--- src/mps_pkg.sv ---
/*
  mps_pkg: constants for the pair steering control block.
  Assumes a single 100 MHz clock domain and a management write/read port
  that presents register index, data and strobes directly.
*/
package mps_pkg;
  localparam logic [4:0] MPS_REG_EXT_CTRL2 = 5'h13;
  localparam logic [4:0] MPS_REG_BASIC_CTRL = 5'h00;
  localparam int MPS_BIT_NODE = 15;
  localparam int MPS_BIT_SWMODE = 14;
  localparam int MPS_BIT_RFAULT = 13;
  localparam int MPS_BIT_AUTO_XO = 9;
  localparam int MPS_BIT_FORCE_SEL = 8;
  localparam int MPS_BIT_HIZ = 7;
  localparam int MPS_BIT_AUTO_PD = 0;
  localparam int MPS_BIT_ISOLATE = 10;
  localparam logic [15:0] MPS_EXT_CTRL2_RST = 16'h4201;
  // writable bits: 12:11, 9:0
  localparam logic [15:0] MPS_EXT_CTRL2_WMASK = 16'h1BFF;
  // auto crossover slot timing
  localparam int MPS_CLK_MHZ = 100;
  localparam int MPS_SLOT_US = 1000;
  localparam int MPS_SLOT_CYC = MPS_SLOT_US * MPS_CLK_MHZ;
  localparam logic [15:0] MPS_LFSR_SEED = 16'hACE1;
  localparam int MPS_ADDR_W = 5;
  localparam int MPS_SAMPLE_CYC = 2;
endpackage

--- src/mps_pair_steer.sv ---
/*
  mps_pair_steer: steers twisted pairs A/B between straight and crossed
  roles, holds extended control register two, drives speed and LED pins,
  samples the PHY address at reset release.
  Assumes a management engine on ref_clk presenting register index and
  strobes, and an analog front end that gives energy detect per pair.
*/
`timescale 1ns/1ps
// Functional notes
// straight drives pair A, receives pair B
// crossed drives pair B, receives pair A
// auto crossover enable at reg 13h bit 9
// forced pair select at reg 13h bit 8
// enable pin reads high when unconnected
// hiz bit tri-states transmit outputs
// auto power-down of 100M at 10M
// isolate also powers down 100M
// speed output high at 100 Mb/s
// five pins give address, then LEDs
// system pulls reset low to reset
// system supplies 25 MHz reference clock; slot timing assumes 100 MHz
// auto crossover on by default after reset
// auto only when pin and bit both one
// auto choice by slot toggling before link
module mps_pair_steer (
  input wire logic ref_clk,
  input wire logic rst_b,
  // management register port
  input wire logic [4:0] mgmt_reg_addr,
  input wire logic mgmt_wr,
  input wire logic [15:0] mgmt_wdata,
  output logic [15:0] mgmt_rdata,
  input wire logic isolate,
  input wire logic remote_fault,
  // automatic crossover pin, pulled up outside when open
  input wire logic auto_crossover_enable,
  // line side
  input wire logic link_up,
  input wire logic speed_100,
  input wire logic pair_a_energy,
  input wire logic pair_b_energy,
  input wire logic line_tx_pos,
  input wire logic line_tx_neg,
  output logic pair_a_pos_o,
  output logic pair_a_pos_oe,
  output logic pair_a_neg_o,
  output logic pair_a_neg_oe,
  output logic pair_b_pos_o,
  output logic pair_b_pos_oe,
  output logic pair_b_neg_o,
  output logic pair_b_neg_oe,
  input wire logic pair_a_pos_i,
  input wire logic pair_a_neg_i,
  input wire logic pair_b_pos_i,
  input wire logic pair_b_neg_i,
  output logic line_rx_pos,
  output logic line_rx_neg,
  output logic crossed,
  output logic hs_xcvr_pd,
  output logic speed_ind,
  // multiplexed address / LED pins
  input wire logic addr4_rx_led_i,
  input wire logic addr3_tx_led_i,
  input wire logic addr2_link_led_i,
  input wire logic addr1_collision_led_i,
  input wire logic addr0_activity_led_i,
  output logic addr4_rx_led_o,
  output logic addr3_tx_led_o,
  output logic addr2_link_led_o,
  output logic addr1_collision_led_o,
  output logic addr0_activity_led_o,
  output logic [4:0] led_oe,
  input wire logic rx_act,
  input wire logic tx_act,
  input wire logic coll_act,
  output logic [4:0] phy_address
);
  import mps_pkg::*;
  typedef enum logic [2:0] {
    MPS_ST_SAMPLE = 3'b001,
    MPS_ST_HUNT = 3'b010,
    MPS_ST_LOCK = 3'b100
  } mps_state_t;

  mps_state_t state_ff;
  mps_state_t nxt_state;
  logic [15:0] ctrl_ff;
  logic auto_xo_pin;
  logic [4:0] addr_pins;
  logic [4:0] addr_sync;
  logic [4:0] phy_address_ff;
  logic [1:0] sample_cnt_ff;
  logic [31:0] slot_cnt_ff;
  logic [15:0] lfsr_ff;
  logic auto_cross_ff;
  logic crossed_ff;
  logic nxt_crossed;
  logic auto_mode;
  logic slot_end;
  logic pair_act;
  logic [4:0] led_act;
  logic [4:0] led_out_ff;
  logic hs_pd_ff;
  logic speed_ind_ff;

  // pin enters on the pull-up level so an open pin means enabled
  mps_sync #(.RST_VAL(1'b1)) u_xo_sync (
    .ref_clk(ref_clk),
    .rst_b(rst_b),
    .pin_in(auto_crossover_enable),
    .pin_sync(auto_xo_pin)
  );

  assign addr_pins = {addr4_rx_led_i, addr3_tx_led_i, addr2_link_led_i,
                      addr1_collision_led_i, addr0_activity_led_i};

  // address straps synchronised before sampling
  genvar gi;
  generate
    for (gi = 0; gi < MPS_ADDR_W; gi++) begin : g_addr
      mps_sync #(.RST_VAL(1'b0)) u_addr_sync (
        .ref_clk(ref_clk),
        .rst_b(rst_b),
        .pin_in(addr_pins[gi]),
        .pin_sync(addr_sync[gi])
      );
    end
  endgenerate

  // extended control register two, bits outside the write mask cleared on write
  always_ff @(posedge ref_clk or negedge rst_b) begin
    if (!rst_b) begin
      ctrl_ff <= MPS_EXT_CTRL2_RST;
    end else if (mgmt_wr && mgmt_reg_addr == MPS_REG_EXT_CTRL2) begin
      ctrl_ff <= mgmt_wdata & MPS_EXT_CTRL2_WMASK;
    end
  end

  // read path; node and software mode are fixed, fault is live
  always_comb begin
    mgmt_rdata = 16'h0000;
    if (mgmt_reg_addr == MPS_REG_EXT_CTRL2) begin
      mgmt_rdata = ctrl_ff;
      mgmt_rdata[MPS_BIT_NODE] = 1'b0;
      mgmt_rdata[MPS_BIT_SWMODE] = 1'b1;
      mgmt_rdata[MPS_BIT_RFAULT] = remote_fault;
    end
  end

  // auto only when both pin and register bit enable it
  assign auto_mode = auto_xo_pin && ctrl_ff[MPS_BIT_AUTO_XO];

  // state: sample straps after reset, hunt for pair, hold on link
  always_comb begin
    nxt_state = state_ff;
    case (state_ff)
      MPS_ST_SAMPLE: begin
        if (sample_cnt_ff == 2'(MPS_SAMPLE_CYC)) begin
          nxt_state = MPS_ST_HUNT;
        end
      end
      MPS_ST_HUNT: begin
        if (link_up) begin
          nxt_state = MPS_ST_LOCK;
        end
      end
      MPS_ST_LOCK: begin
        if (!link_up) begin
          nxt_state = MPS_ST_HUNT;
        end
      end
      default: begin
        nxt_state = MPS_ST_SAMPLE;
      end
    endcase
  end

  always_ff @(posedge ref_clk or negedge rst_b) begin
    if (!rst_b) begin
      state_ff <= MPS_ST_SAMPLE;
    end else begin
      state_ff <= nxt_state;
    end
  end

  // strap settling counter; waits for the synchronisers to fill
  always_ff @(posedge ref_clk or negedge rst_b) begin
    if (!rst_b) begin
      sample_cnt_ff <= 2'b00;
    end else if (state_ff == MPS_ST_SAMPLE) begin
      sample_cnt_ff <= sample_cnt_ff + 2'b01;
    end
  end

  // address latched once at leaving the sample state
  always_ff @(posedge ref_clk or negedge rst_b) begin
    if (!rst_b) begin
      phy_address_ff <= 5'h00;
    end else if (state_ff == MPS_ST_SAMPLE && nxt_state == MPS_ST_HUNT) begin
      phy_address_ff <= addr_sync;
    end
  end
  assign phy_address = phy_address_ff;

  // slot timer and random source for the hunt
  assign slot_end = (slot_cnt_ff == 32'(MPS_SLOT_CYC - 1));
  always_ff @(posedge ref_clk or negedge rst_b) begin
    if (!rst_b) begin
      slot_cnt_ff <= 32'h0000_0000;
      lfsr_ff <= MPS_LFSR_SEED;
    end else begin
      lfsr_ff <= {lfsr_ff[14:0], lfsr_ff[15] ^ lfsr_ff[13] ^ lfsr_ff[12] ^ lfsr_ff[10]};
      if (slot_end || state_ff != MPS_ST_HUNT) begin
        slot_cnt_ff <= 32'h0000_0000;
      end else begin
        slot_cnt_ff <= slot_cnt_ff + 32'h0000_0001;
      end
    end
  end

  // hunt: no energy on the current receive pair ends a slot with a
  // random keep-or-swap, so two auto ends cannot lock step forever
  assign pair_act = auto_cross_ff ? pair_a_energy : pair_b_energy;
  always_ff @(posedge ref_clk or negedge rst_b) begin
    if (!rst_b) begin
      auto_cross_ff <= 1'b0;
    end else if (state_ff == MPS_ST_HUNT && slot_end && !pair_act && lfsr_ff[0]) begin
      auto_cross_ff <= !auto_cross_ff;
    end
  end

  // final pair selection
  always_comb begin
    if (auto_mode) begin
      nxt_crossed = auto_cross_ff;
    end else if (!ctrl_ff[MPS_BIT_AUTO_XO]) begin
      nxt_crossed = ctrl_ff[MPS_BIT_FORCE_SEL];
    end else begin
      nxt_crossed = 1'b0;
    end
  end

  always_ff @(posedge ref_clk or negedge rst_b) begin
    if (!rst_b) begin
      crossed_ff <= 1'b0;
    end else begin
      crossed_ff <= nxt_crossed;
    end
  end
  assign crossed = crossed_ff;

  // transmit steering; the hiz bit releases both drivers
  always_comb begin
    pair_a_pos_o = crossed_ff ? 1'b0 : line_tx_pos;
    pair_a_neg_o = crossed_ff ? 1'b0 : line_tx_neg;
    pair_b_pos_o = crossed_ff ? line_tx_pos : 1'b0;
    pair_b_neg_o = crossed_ff ? line_tx_neg : 1'b0;
    pair_a_pos_oe = !crossed_ff && !ctrl_ff[MPS_BIT_HIZ];
    pair_a_neg_oe = !crossed_ff && !ctrl_ff[MPS_BIT_HIZ];
    pair_b_pos_oe = crossed_ff && !ctrl_ff[MPS_BIT_HIZ];
    pair_b_neg_oe = crossed_ff && !ctrl_ff[MPS_BIT_HIZ];
  end

  // receive steering from the pair not transmitting
  assign line_rx_pos = crossed_ff ? pair_a_pos_i : pair_b_pos_i;
  assign line_rx_neg = crossed_ff ? pair_a_neg_i : pair_b_neg_i;

  // 100M transceiver power-down: auto at 10M, or when isolated
  always_ff @(posedge ref_clk or negedge rst_b) begin
    if (!rst_b) begin
      hs_pd_ff <= 1'b0;
    end else begin
      hs_pd_ff <= (ctrl_ff[MPS_BIT_AUTO_PD] && link_up && !speed_100)
                  || isolate;
    end
  end
  assign hs_xcvr_pd = hs_pd_ff;

  // speed pin follows the link rate, one cycle late so it never glitches
  always_ff @(posedge ref_clk or negedge rst_b) begin
    if (!rst_b) begin
      speed_ind_ff <= 1'b0;
    end else begin
      speed_ind_ff <= link_up && speed_100;
    end
  end
  assign speed_ind = speed_ind_ff;

  // LEDs assert at the inverse of the sampled strap level
  assign led_act = {rx_act, tx_act, link_up, coll_act, rx_act || tx_act};
  always_ff @(posedge ref_clk or negedge rst_b) begin
    if (!rst_b) begin
      led_out_ff <= 5'h00;
    end else begin
      led_out_ff <= led_act ^ phy_address_ff;
    end
  end

  // pins stay inputs until the straps are taken
  assign led_oe = (state_ff == MPS_ST_SAMPLE) ? 5'h00 : 5'h1F;
  assign addr4_rx_led_o = led_out_ff[4];
  assign addr3_tx_led_o = led_out_ff[3];
  assign addr2_link_led_o = led_out_ff[2];
  assign addr1_collision_led_o = led_out_ff[1];
  assign addr0_activity_led_o = led_out_ff[0];
endmodule

--- src/mps_sync.sv ---
/*
  mps_sync: two-flop synchroniser for one pin level.
  Assumes the pin is asynchronous to ref_clk.
*/
`timescale 1ns/1ps
module mps_sync #(
  parameter logic RST_VAL = 1'b0
) (
  input wire logic ref_clk,
  input wire logic rst_b,
  input wire logic pin_in,
  output logic pin_sync
);
  logic meta_ff;

  // first stage feeds only the second
  always_ff @(posedge ref_clk or negedge rst_b) begin
    if (!rst_b) begin
      meta_ff <= RST_VAL;
      pin_sync <= RST_VAL;
    end else begin
      meta_ff <= pin_in;
      pin_sync <= meta_ff;
    end
  end
endmodule

--- config.mk ---
export PLATFORM = sky130hd
export DESIGN_NAME = mps_pair_steer
export DESIGN_NICKNAME = d
export VERILOG_FILES = /design/src/mps_pkg.sv /design/src/mps_pair_steer.sv /design/src/mps_sync.sv
export SDC_FILE = /design/constraint.sdc
export NUM_CORES = 1
export LEC_CHECK = 0
export BUFFER_PORTS_ARGS = -buffer_cell sky130_fd_sc_hd__buf_2
export CAP_MARGIN = 20
export CORE_MARGIN = 10
export CORE_UTILIZATION = 30
export CTS_BUF_LIST = sky130_fd_sc_hd__clkbuf_8
export DETAILED_ROUTE_END_ITERATION = 10
export SYNTH_ARGS = -nofsm -noshare
export SYNTH_HDL_FRONTEND = slang
export SYNTH_SLANG_ARGS = --single-unit
--- constraint.sdc ---
create_clock -name ref_clk -period 2.33 [get_ports ref_clk]
set_clock_uncertainty 0.15 [all_clocks]
set_input_delay 0 -clock ref_clk [delete_from_list [all_inputs] [get_ports ref_clk]]
set_output_delay 0 -clock ref_clk [all_outputs]
set_load 0.005 [all_outputs]
==> results of run 1 <==
[synthesized netlist by cell type (all sizes together), types with 12 or more instances]
cell   count
nor2      43
xor2      22
and2      19
dfrtp     78
nand3     15
mux2      19
xnor2     16
nand4     12
buf       12
nand2     17
dfstp     13
[flip-flops by register name, indices dropped and copies added (netlist names)]
| name | flops |
|---|---|
| auto_cross_ff | 1 |
| ctrl_ff | 12 |
| speed_ind | 1 |
| led_out_ff | 5 |
| g_addr.u_addr_sync.meta_ff | 5 |
| phy_address | 5 |
| crossed | 1 |
| state_ff | 3 |
| u_xo_sync.pin_sync | 1 |
| sample_cnt_ff | 2 |
| u_xo_sync.meta_ff | 1 |
| lfsr_ff | 16 |
| g_addr.u_addr_sync.pin_sync | 5 |
| hs_xcvr_pd | 1 |
| slot_cnt_ff | 32 |
[cells by family (layout without fill, tap and decap cells)]
kind of cell / after synthesis / count (layout) / synth area share, %
compound gates: 11 / 11 / 1.77
xor+xnor: 38 / 38 / 8.71
fa+ha+maj: 2 / 2 / 0.655
buf+inv: 25 / 139 / 3.37
flops: 91 / 91 / 60.0
mux: 19 / 19 / 5.60
other cells: 1 / 2 / 0.0981
simple gates: 143 / 143 / 19.8
[where the power goes]
group          switching, mW  internal, mW  leakage (nW)
clock network          0.615         0.417        0.0926
logic                  0.270         0.338         0.997
registers              0.111          1.77          1.16
[final cells by class]
class	count	share of cell area (%)
multi-input combinational	215	28.7
tap	172	4.40
clock inverter	7	1.46
clock buffer	9	2.54
timing repair buffer	114	15.3
sequential	91	46.9
inverter	9	0.691
[routing by layer]
metal / vias to the layer above / global-route usage [%] / wire length (µm)
li1: 1321 / - / -
met1: 1321 / 10.9 / 3470
met2: 61 / 15.9 / 4130
met3: 12 / 2.99 / 388
met4: 0 / 5.20 / 156
met5: - / 0 / 0
[worst max-delay path by stage]
stage / cells past startpoint / from / to / slack, ns
3_3_place_gp: 4 / slot_cnt_ff[5] / slot_cnt_ff[21] / 0.32
4_1_cts: 4 / slot_cnt_ff[2] / slot_cnt_ff[21] / 0.26
3_5_place_dp: 4 / slot_cnt_ff[2] / slot_cnt_ff[21] / 0.28
5_1_grt: 5 / slot_cnt_ff[2] / slot_cnt_ff[27] / 0.11
2_1_floorplan: 5 / slot_cnt_ff[9] / slot_cnt_ff[21] / 0.44
6_report: 4 / slot_cnt_ff[2] / slot_cnt_ff[21] / 0.25
[stage by stage]
step / instances / instance area [µm²] / hold WS (ns) / power, mW / setup slack (ns)
after detailed placement: 574 / 4420 / -0.104 / 2.50 / 0.284
after CTS: 617 / 4890 / 0.0283 / 3.59 / 0.258
after floorplan: 331 / 3820 / -0.446 / 2.24 / 0.435
after global placement: 574 / 4420 / -0.111 / 2.48 / 0.315
after global routing: 617 / 4890 / 0.0456 / 3.75 / 0.112
final: 617 / 4890 / 0.0206 / 3.52 / 0.251
[critical path: stages (launching register included)]
cell,delay (ns)
sky130_fd_sc_hd__dfrtp_1,0.44
sky130_fd_sc_hd__nand3_1,0.22
sky130_fd_sc_hd__or4_1,0.70
sky130_fd_sc_hd__or3_1,0.35
sky130_fd_sc_hd__a21oi_1,0.14
==> results.tsv, run 1 <==
metric	value	unit
initial antenna violation count	0	
nature of the critical path startpoint	flip-flop	
die width	133	µm
vias	2715	
total core area	12600	µm²
first drt pass iteration count	4	
setup repair bufs after CTS	0	
Post-route DRC	0	
number of synthesized flops with an enable pin	0	
Static Leak	2.25	nW
Hold Path Class	input port to async pin	
RSZ-0062 raised after global routing	false	
number of nets with antenna violations after detailed routing	0	
slew of the pin with the lowest slew margin	0.665	ns
IR drop worst, VDD	531	µV
DPL Wire Length	5.68	mm
CTS sink count	91	
ANT cells	0	
final net count	487	
P per Cell Area	720	nW/µm²
start-to-end type of the worst setup path	flip-flop to flip-flop	
sequential fraction of the synthesis area	60.0	%
H-tree levels	3	
number of max-capacitance violations reported	0	
final count of pins violating max slew	0	
area of the multi-input gates	1400	µm²
leading cell types by total area after synthesis	sky130_fd_sc_hd__dfrtp_1 (51%), sky130_fd_sc_hd__dfstp_2 (8.9%), sky130_fd_sc_hd__mux2_2 (5.6%)	
number of different library cells in the post-synthesis netlist	34	
number of global-route vias before repair	2983	
insertion delay of the later-clocked pin in the worst-skew pair	0.36	ns
global-route wire length before repair	14.2	mm
maximum fanout count along the critical path	6	
share of post-route cells with drive strength above 1	31.2	%
status	finished clean	
clock root buffer master	sky130_fd_sc_hd__clkbuf_8	
Fmax achieved	0.481	GHz
most area-hungry cell type in the Yosys netlist	sky130_fd_sc_hd__dfrtp_1	
most frequent standard cell in the layout excluding fill and tap cells	sky130_fd_sc_hd__buf_2	
R2R depth	4	
initial standard-cell utilization of the core	30.4	%
overall track demand over capacity in global routing	9.63	%
number of buffers inserted during clock tree synthesis	9	
share of the clock period used by the worst path after layout	89.2	%
routed len/inst	13.2	µm
commonest cells after routing, fill and taps aside	sky130_fd_sc_hd__buf_2 (81), sky130_fd_sc_hd__dfrtp_1 (78), sky130_fd_sc_hd__nor2_1 (43)	
count of routing violations after the opening detailed-route iteration	195	
endpoint of the lowest-slack register-to-register path	slot_cnt_ff[21]	
combined area of all synthesized cells	3820	µm²
critical path data required time	2.47	ns
utilization after layout	38.9	%
number of setup violations in the final report	0	
area taken by flip-flops and latches	2290	µm²
top_reg_cell synth	sky130_fd_sc_hd__dfrtp_1	
Port-buffer cells	82	
number of top-level design ports	89	
maximum number of pins on one net before global-route repair	48	
FF+latch count, synth	91	
startpoint of the most critical register-to-register path	slot_cnt_ff[2]	
relative max-transition margin	55.3	%
minimum period implied by the final worst setup slack	2.08	ns
synthesized area divided by synthesized cell count	11.6	µm²
setup_tns	0	ns
Hold-fix buffers, CTS	27	
buffers from clock root to sink, at most	2	
post-synthesis instance total	330	
number of rows in the core area	41	
Die ar.	17700	µm²
WP data arrival	2.22	ns
slack of the worst reg-to-reg path	0.25	ns
routability cong.	0.777	
share of flip-flops with an asynchronous set or reset	100	%
via density per instance	4.40	
number of fill cells	1212	
Critical Path End Type	flip-flop	
clk slew on worst S/H paths	0.10	ns
total overflow reported by the global router	0	
top-area cell type share of the netlist area	51.1	%
CTS tree	done	
warnings from Yosys	0	
Area Overhead vs Synth	27.9	%
count of endpoints failing hold in the final timing report	0	
vertical die dimension	133	µm
number of cells upsized or downsized after cts	0	
wirelength, routed	8.14	mm
No activity file was read; power rests on OpenSTA's default activity.
==> run 2: changes to the inputs <==
--- a/config.mk
+++ b/config.mk
@@ -7,8 +7,8 @@
 export LEC_CHECK = 0
 export BUFFER_PORTS_ARGS = -buffer_cell sky130_fd_sc_hd__buf_2
 export CAP_MARGIN = 20
-export CORE_MARGIN = 10
-export CORE_UTILIZATION = 30
+export CORE_MARGIN = 2
+export CORE_UTILIZATION = 35
 export CTS_BUF_LIST = sky130_fd_sc_hd__clkbuf_8
 export DETAILED_ROUTE_END_ITERATION = 10
 export SYNTH_ARGS = -nofsm -noshare
==> run 2 against run 1 <==
Effect of this change: core utilization is 6.3 points higher; sequential cell count stayed put; setup slack got worse by 0.029 ns; largest cell class unchanged; combinational power decreased by 2%; final cell count is 5.0% lower; maximum frequency shrank 1.4%; sequential power hardly changed; cell area down 0.72%; critical path depth unchanged; register-to-register slack got worse by 0.03 ns; count of clock-buffer cells in the layout stayed put.
==> results.tsv, run 2 (synthesis results as in run 1) <==
metric	value	unit	change
Die ar.	11800	µm²	was 17700 µm²
number of rows in the core area	38		was 41
clk slew on worst S/H paths	0.11	ns	was 0.10 ns
CTS tree	done		unchanged
critical path data required time	2.47	ns	about the same
endpoint of the lowest-slack register-to-register path	slot_cnt_ff[21]		unchanged
vias	2711		was 2715
nature of the critical path startpoint	flip-flop		unchanged
routed len/inst	12.2	µm	was 13.2 µm
startpoint of the most critical register-to-register path	slot_cnt_ff[12]		was slot_cnt_ff[2]
share of the clock period used by the worst path after layout	90.5	%	was 89.2%
highest-delay cell along the critical path	sky130_fd_sc_hd__or4_1		unchanged
Final Instance Area	4850	µm²	was 4890 µm²
Critical Path End Type	flip-flop		unchanged
Port-buffer cells	82		unchanged
R2R depth	4		unchanged
share of post-route cells with drive strength above 1	31.4	%	was 31.2%
start-to-end type of the worst setup path	flip-flop to flip-flop		unchanged
Post-route DRC	0		unchanged
RSZ-0062 raised after global routing	false		unchanged
count of routing violations after the opening detailed-route iteration	77		was 195
worst-path cell chain	nand4_2, or4_1, or3_1, a21oi_1		was nand3_1, or4_1, or3_1, a21oi_1
maximum fanout count along the critical path	6		unchanged
vertical die dimension	108	µm	was 133 µm
final cell count without fillers	586		was 617
DPL Wire Length	4.89	mm	was 5.68 mm
clock root buffer master	sky130_fd_sc_hd__clkbuf_8		unchanged
flip-flop count of the largest register, all copies and words added	32		unchanged
status	finished clean		unchanged
maximum number of pins on one net before global-route repair	53		was 48
minimum period implied by the final worst setup slack	2.11	ns	was 2.08 ns
WP data arrival	2.25	ns	was 2.22 ns
CTS sink count	91		unchanged
Static Leak	2.26	nW	was 2.25 nW
number of top-level design ports	89		unchanged
via density per instance	4.63		was 4.40
most flop-heavy register	slot_cnt_ff		unchanged
total core area	10700	µm²	was 12600 µm²
final count of pins violating max slew	0		unchanged
capture point of the critical path	slot_cnt_ff[21]		unchanged
H-tree levels	3		unchanged
commonest cells after routing, fill and taps aside	sky130_fd_sc_hd__buf_2 (81), sky130_fd_sc_hd__dfrtp_1 (78), sky130_fd_sc_hd__nor2_1 (43)		unchanged
total overflow reported by the global router	0		unchanged
slew of the pin with the lowest slew margin	0.620	ns	was 0.665 ns
WHS	0.0448	ns	was 0.0206 ns
number of buffers inserted during clock tree synthesis	9		unchanged
Hold-fix buffers, CTS	27		unchanged
post-detailed-placement cell area	4380	µm²	was 4420 µm²
number of setup violations in the final report	0		unchanged
Worst Setup SP	slot_cnt_ff[12]		was slot_cnt_ff[2]
registers with the most flip-flops	slot_cnt_ff x32, lfsr_ff x16, ctrl_ff x12		unchanged
biggest cell delay along the critical path	0.68	ns	was 0.70 ns
number of max-capacitance violations reported	0		unchanged
utilization after layout	45.1	%	was 38.9%
insertion delay of the later-clocked pin in the worst-skew pair	0.37	ns	was 0.36 ns
initial standard-cell utilization of the core	35.6	%	was 30.4%
global-route wire length before repair	11.7	mm	was 14.2 mm
final net count	488		was 487
Post-Place Worst Slack	0.278	ns	was 0.284 ns
Area Overhead vs Synth	26.9	%	was 27.9%
Total Power Consumption	3.54	mW	was 3.52 mW
overall track demand over capacity in global routing	12.8	%	was 9.63%
setup repair bufs after CTS	0		unchanged
routability cong.	0.819		was 0.777
count of endpoints failing hold in the final timing report	0		unchanged
setup_tns	0	ns	unchanged
number of global-route vias before repair	2691		was 2983
buffers from clock root to sink, at most	2		unchanged
IR drop worst, VDD	357	µV	was 531 µV
final worst slack	0.222	ns	was 0.251 ns
first drt pass iteration count	5		was 4
Fmax achieved	0.474	GHz	was 0.481 GHz
P per Cell Area	729	nW/µm²	was 720 nW/µm²
wirelength, routed	7.12	mm	was 8.14 mm
number of cells upsized or downsized after cts	0		unchanged
slack of the worst reg-to-reg path	0.22	ns	was 0.25 ns
ANT cells	0		unchanged
initial antenna violation count	0		unchanged
number of nets with antenna violations after detailed routing	0		unchanged
die width	108	µm	was 133 µm
relative max-transition margin	58.7	%	was 55.3%
Hold Path Class	input port to async pin		unchanged
instance count after placement with tap cells included	543		was 574
most frequent standard cell in the layout excluding fill and tap cells	sky130_fd_sc_hd__buf_2		unchanged
==> run 2: layer usage <==
| layer | wire length [µm] | global-route usage (%) | vias up | part of all wire [%] |
|---|---|---|---|---|
| li1 | - | - | 1318 | - |
| met1 | 3210 | 15.2 | 1315 | 45 |
| met2 | 3490 | 20.9 | 72 | 49 |
| met3 | 321 | 3.80 | 6 | 4.5 |
| met4 | 100 | 6.50 | 0 | 1.4 |
| met5 | 0 | 0 | - | 0 |
==> run 2: worst min path at each step <==
| stage | cells past startpoint | endpoint | start | slack, ns |
|---|---|---|---|---|
| final | 2 | lfsr_ff[9] | rst_b | 0.04 |
| after global routing | 2 | g_addr[0].u_addr_sync.meta_ff | addr0_activity_led_i | 0.09 |
| after CTS | 2 | phy_address[1] | rst_b | 0.08 |
| after detailed placement | 1 | g_addr[1].u_addr_sync.meta_ff | rst_b | -0.09 |
| after global placement | 1 | led_out_ff[1] | rst_b | -0.09 |
| after floorplan | 0 | auto_cross_ff | rst_b | -0.45 |
==> run 2: worst max-delay path, delay by kind of cell, from the launching register on <==
family	cells	cell delay, ns
flip-flops	1	0.48
AO/OA/AOI/OAI	1	0.16
AND/OR/NAND/NOR	3	1.25
==> run 2: layout make-up <==
class | count | area, µm²
Clock inverter | 7 | 81.3
Fill cell | 1017 | 5890
Sequential cell | 91 | 2290
Multi-Input combinational cell | 215 | 1400
Timing Repair Buffer | 115 | 741
Inverter | 9 | 33.8
Tap cell | 140 | 175
Clock buffer | 9 | 124
==> run 2: report_power, final <==
part	internal (mW)	total, mW	switching, mW	leakage [nW]
clock	0.432	1.07	0.637	0.104
sequential	1.77	1.88	0.108	1.16
combinational	0.335	0.593	0.257	0.997
total	2.54	3.54	1.00	2.26
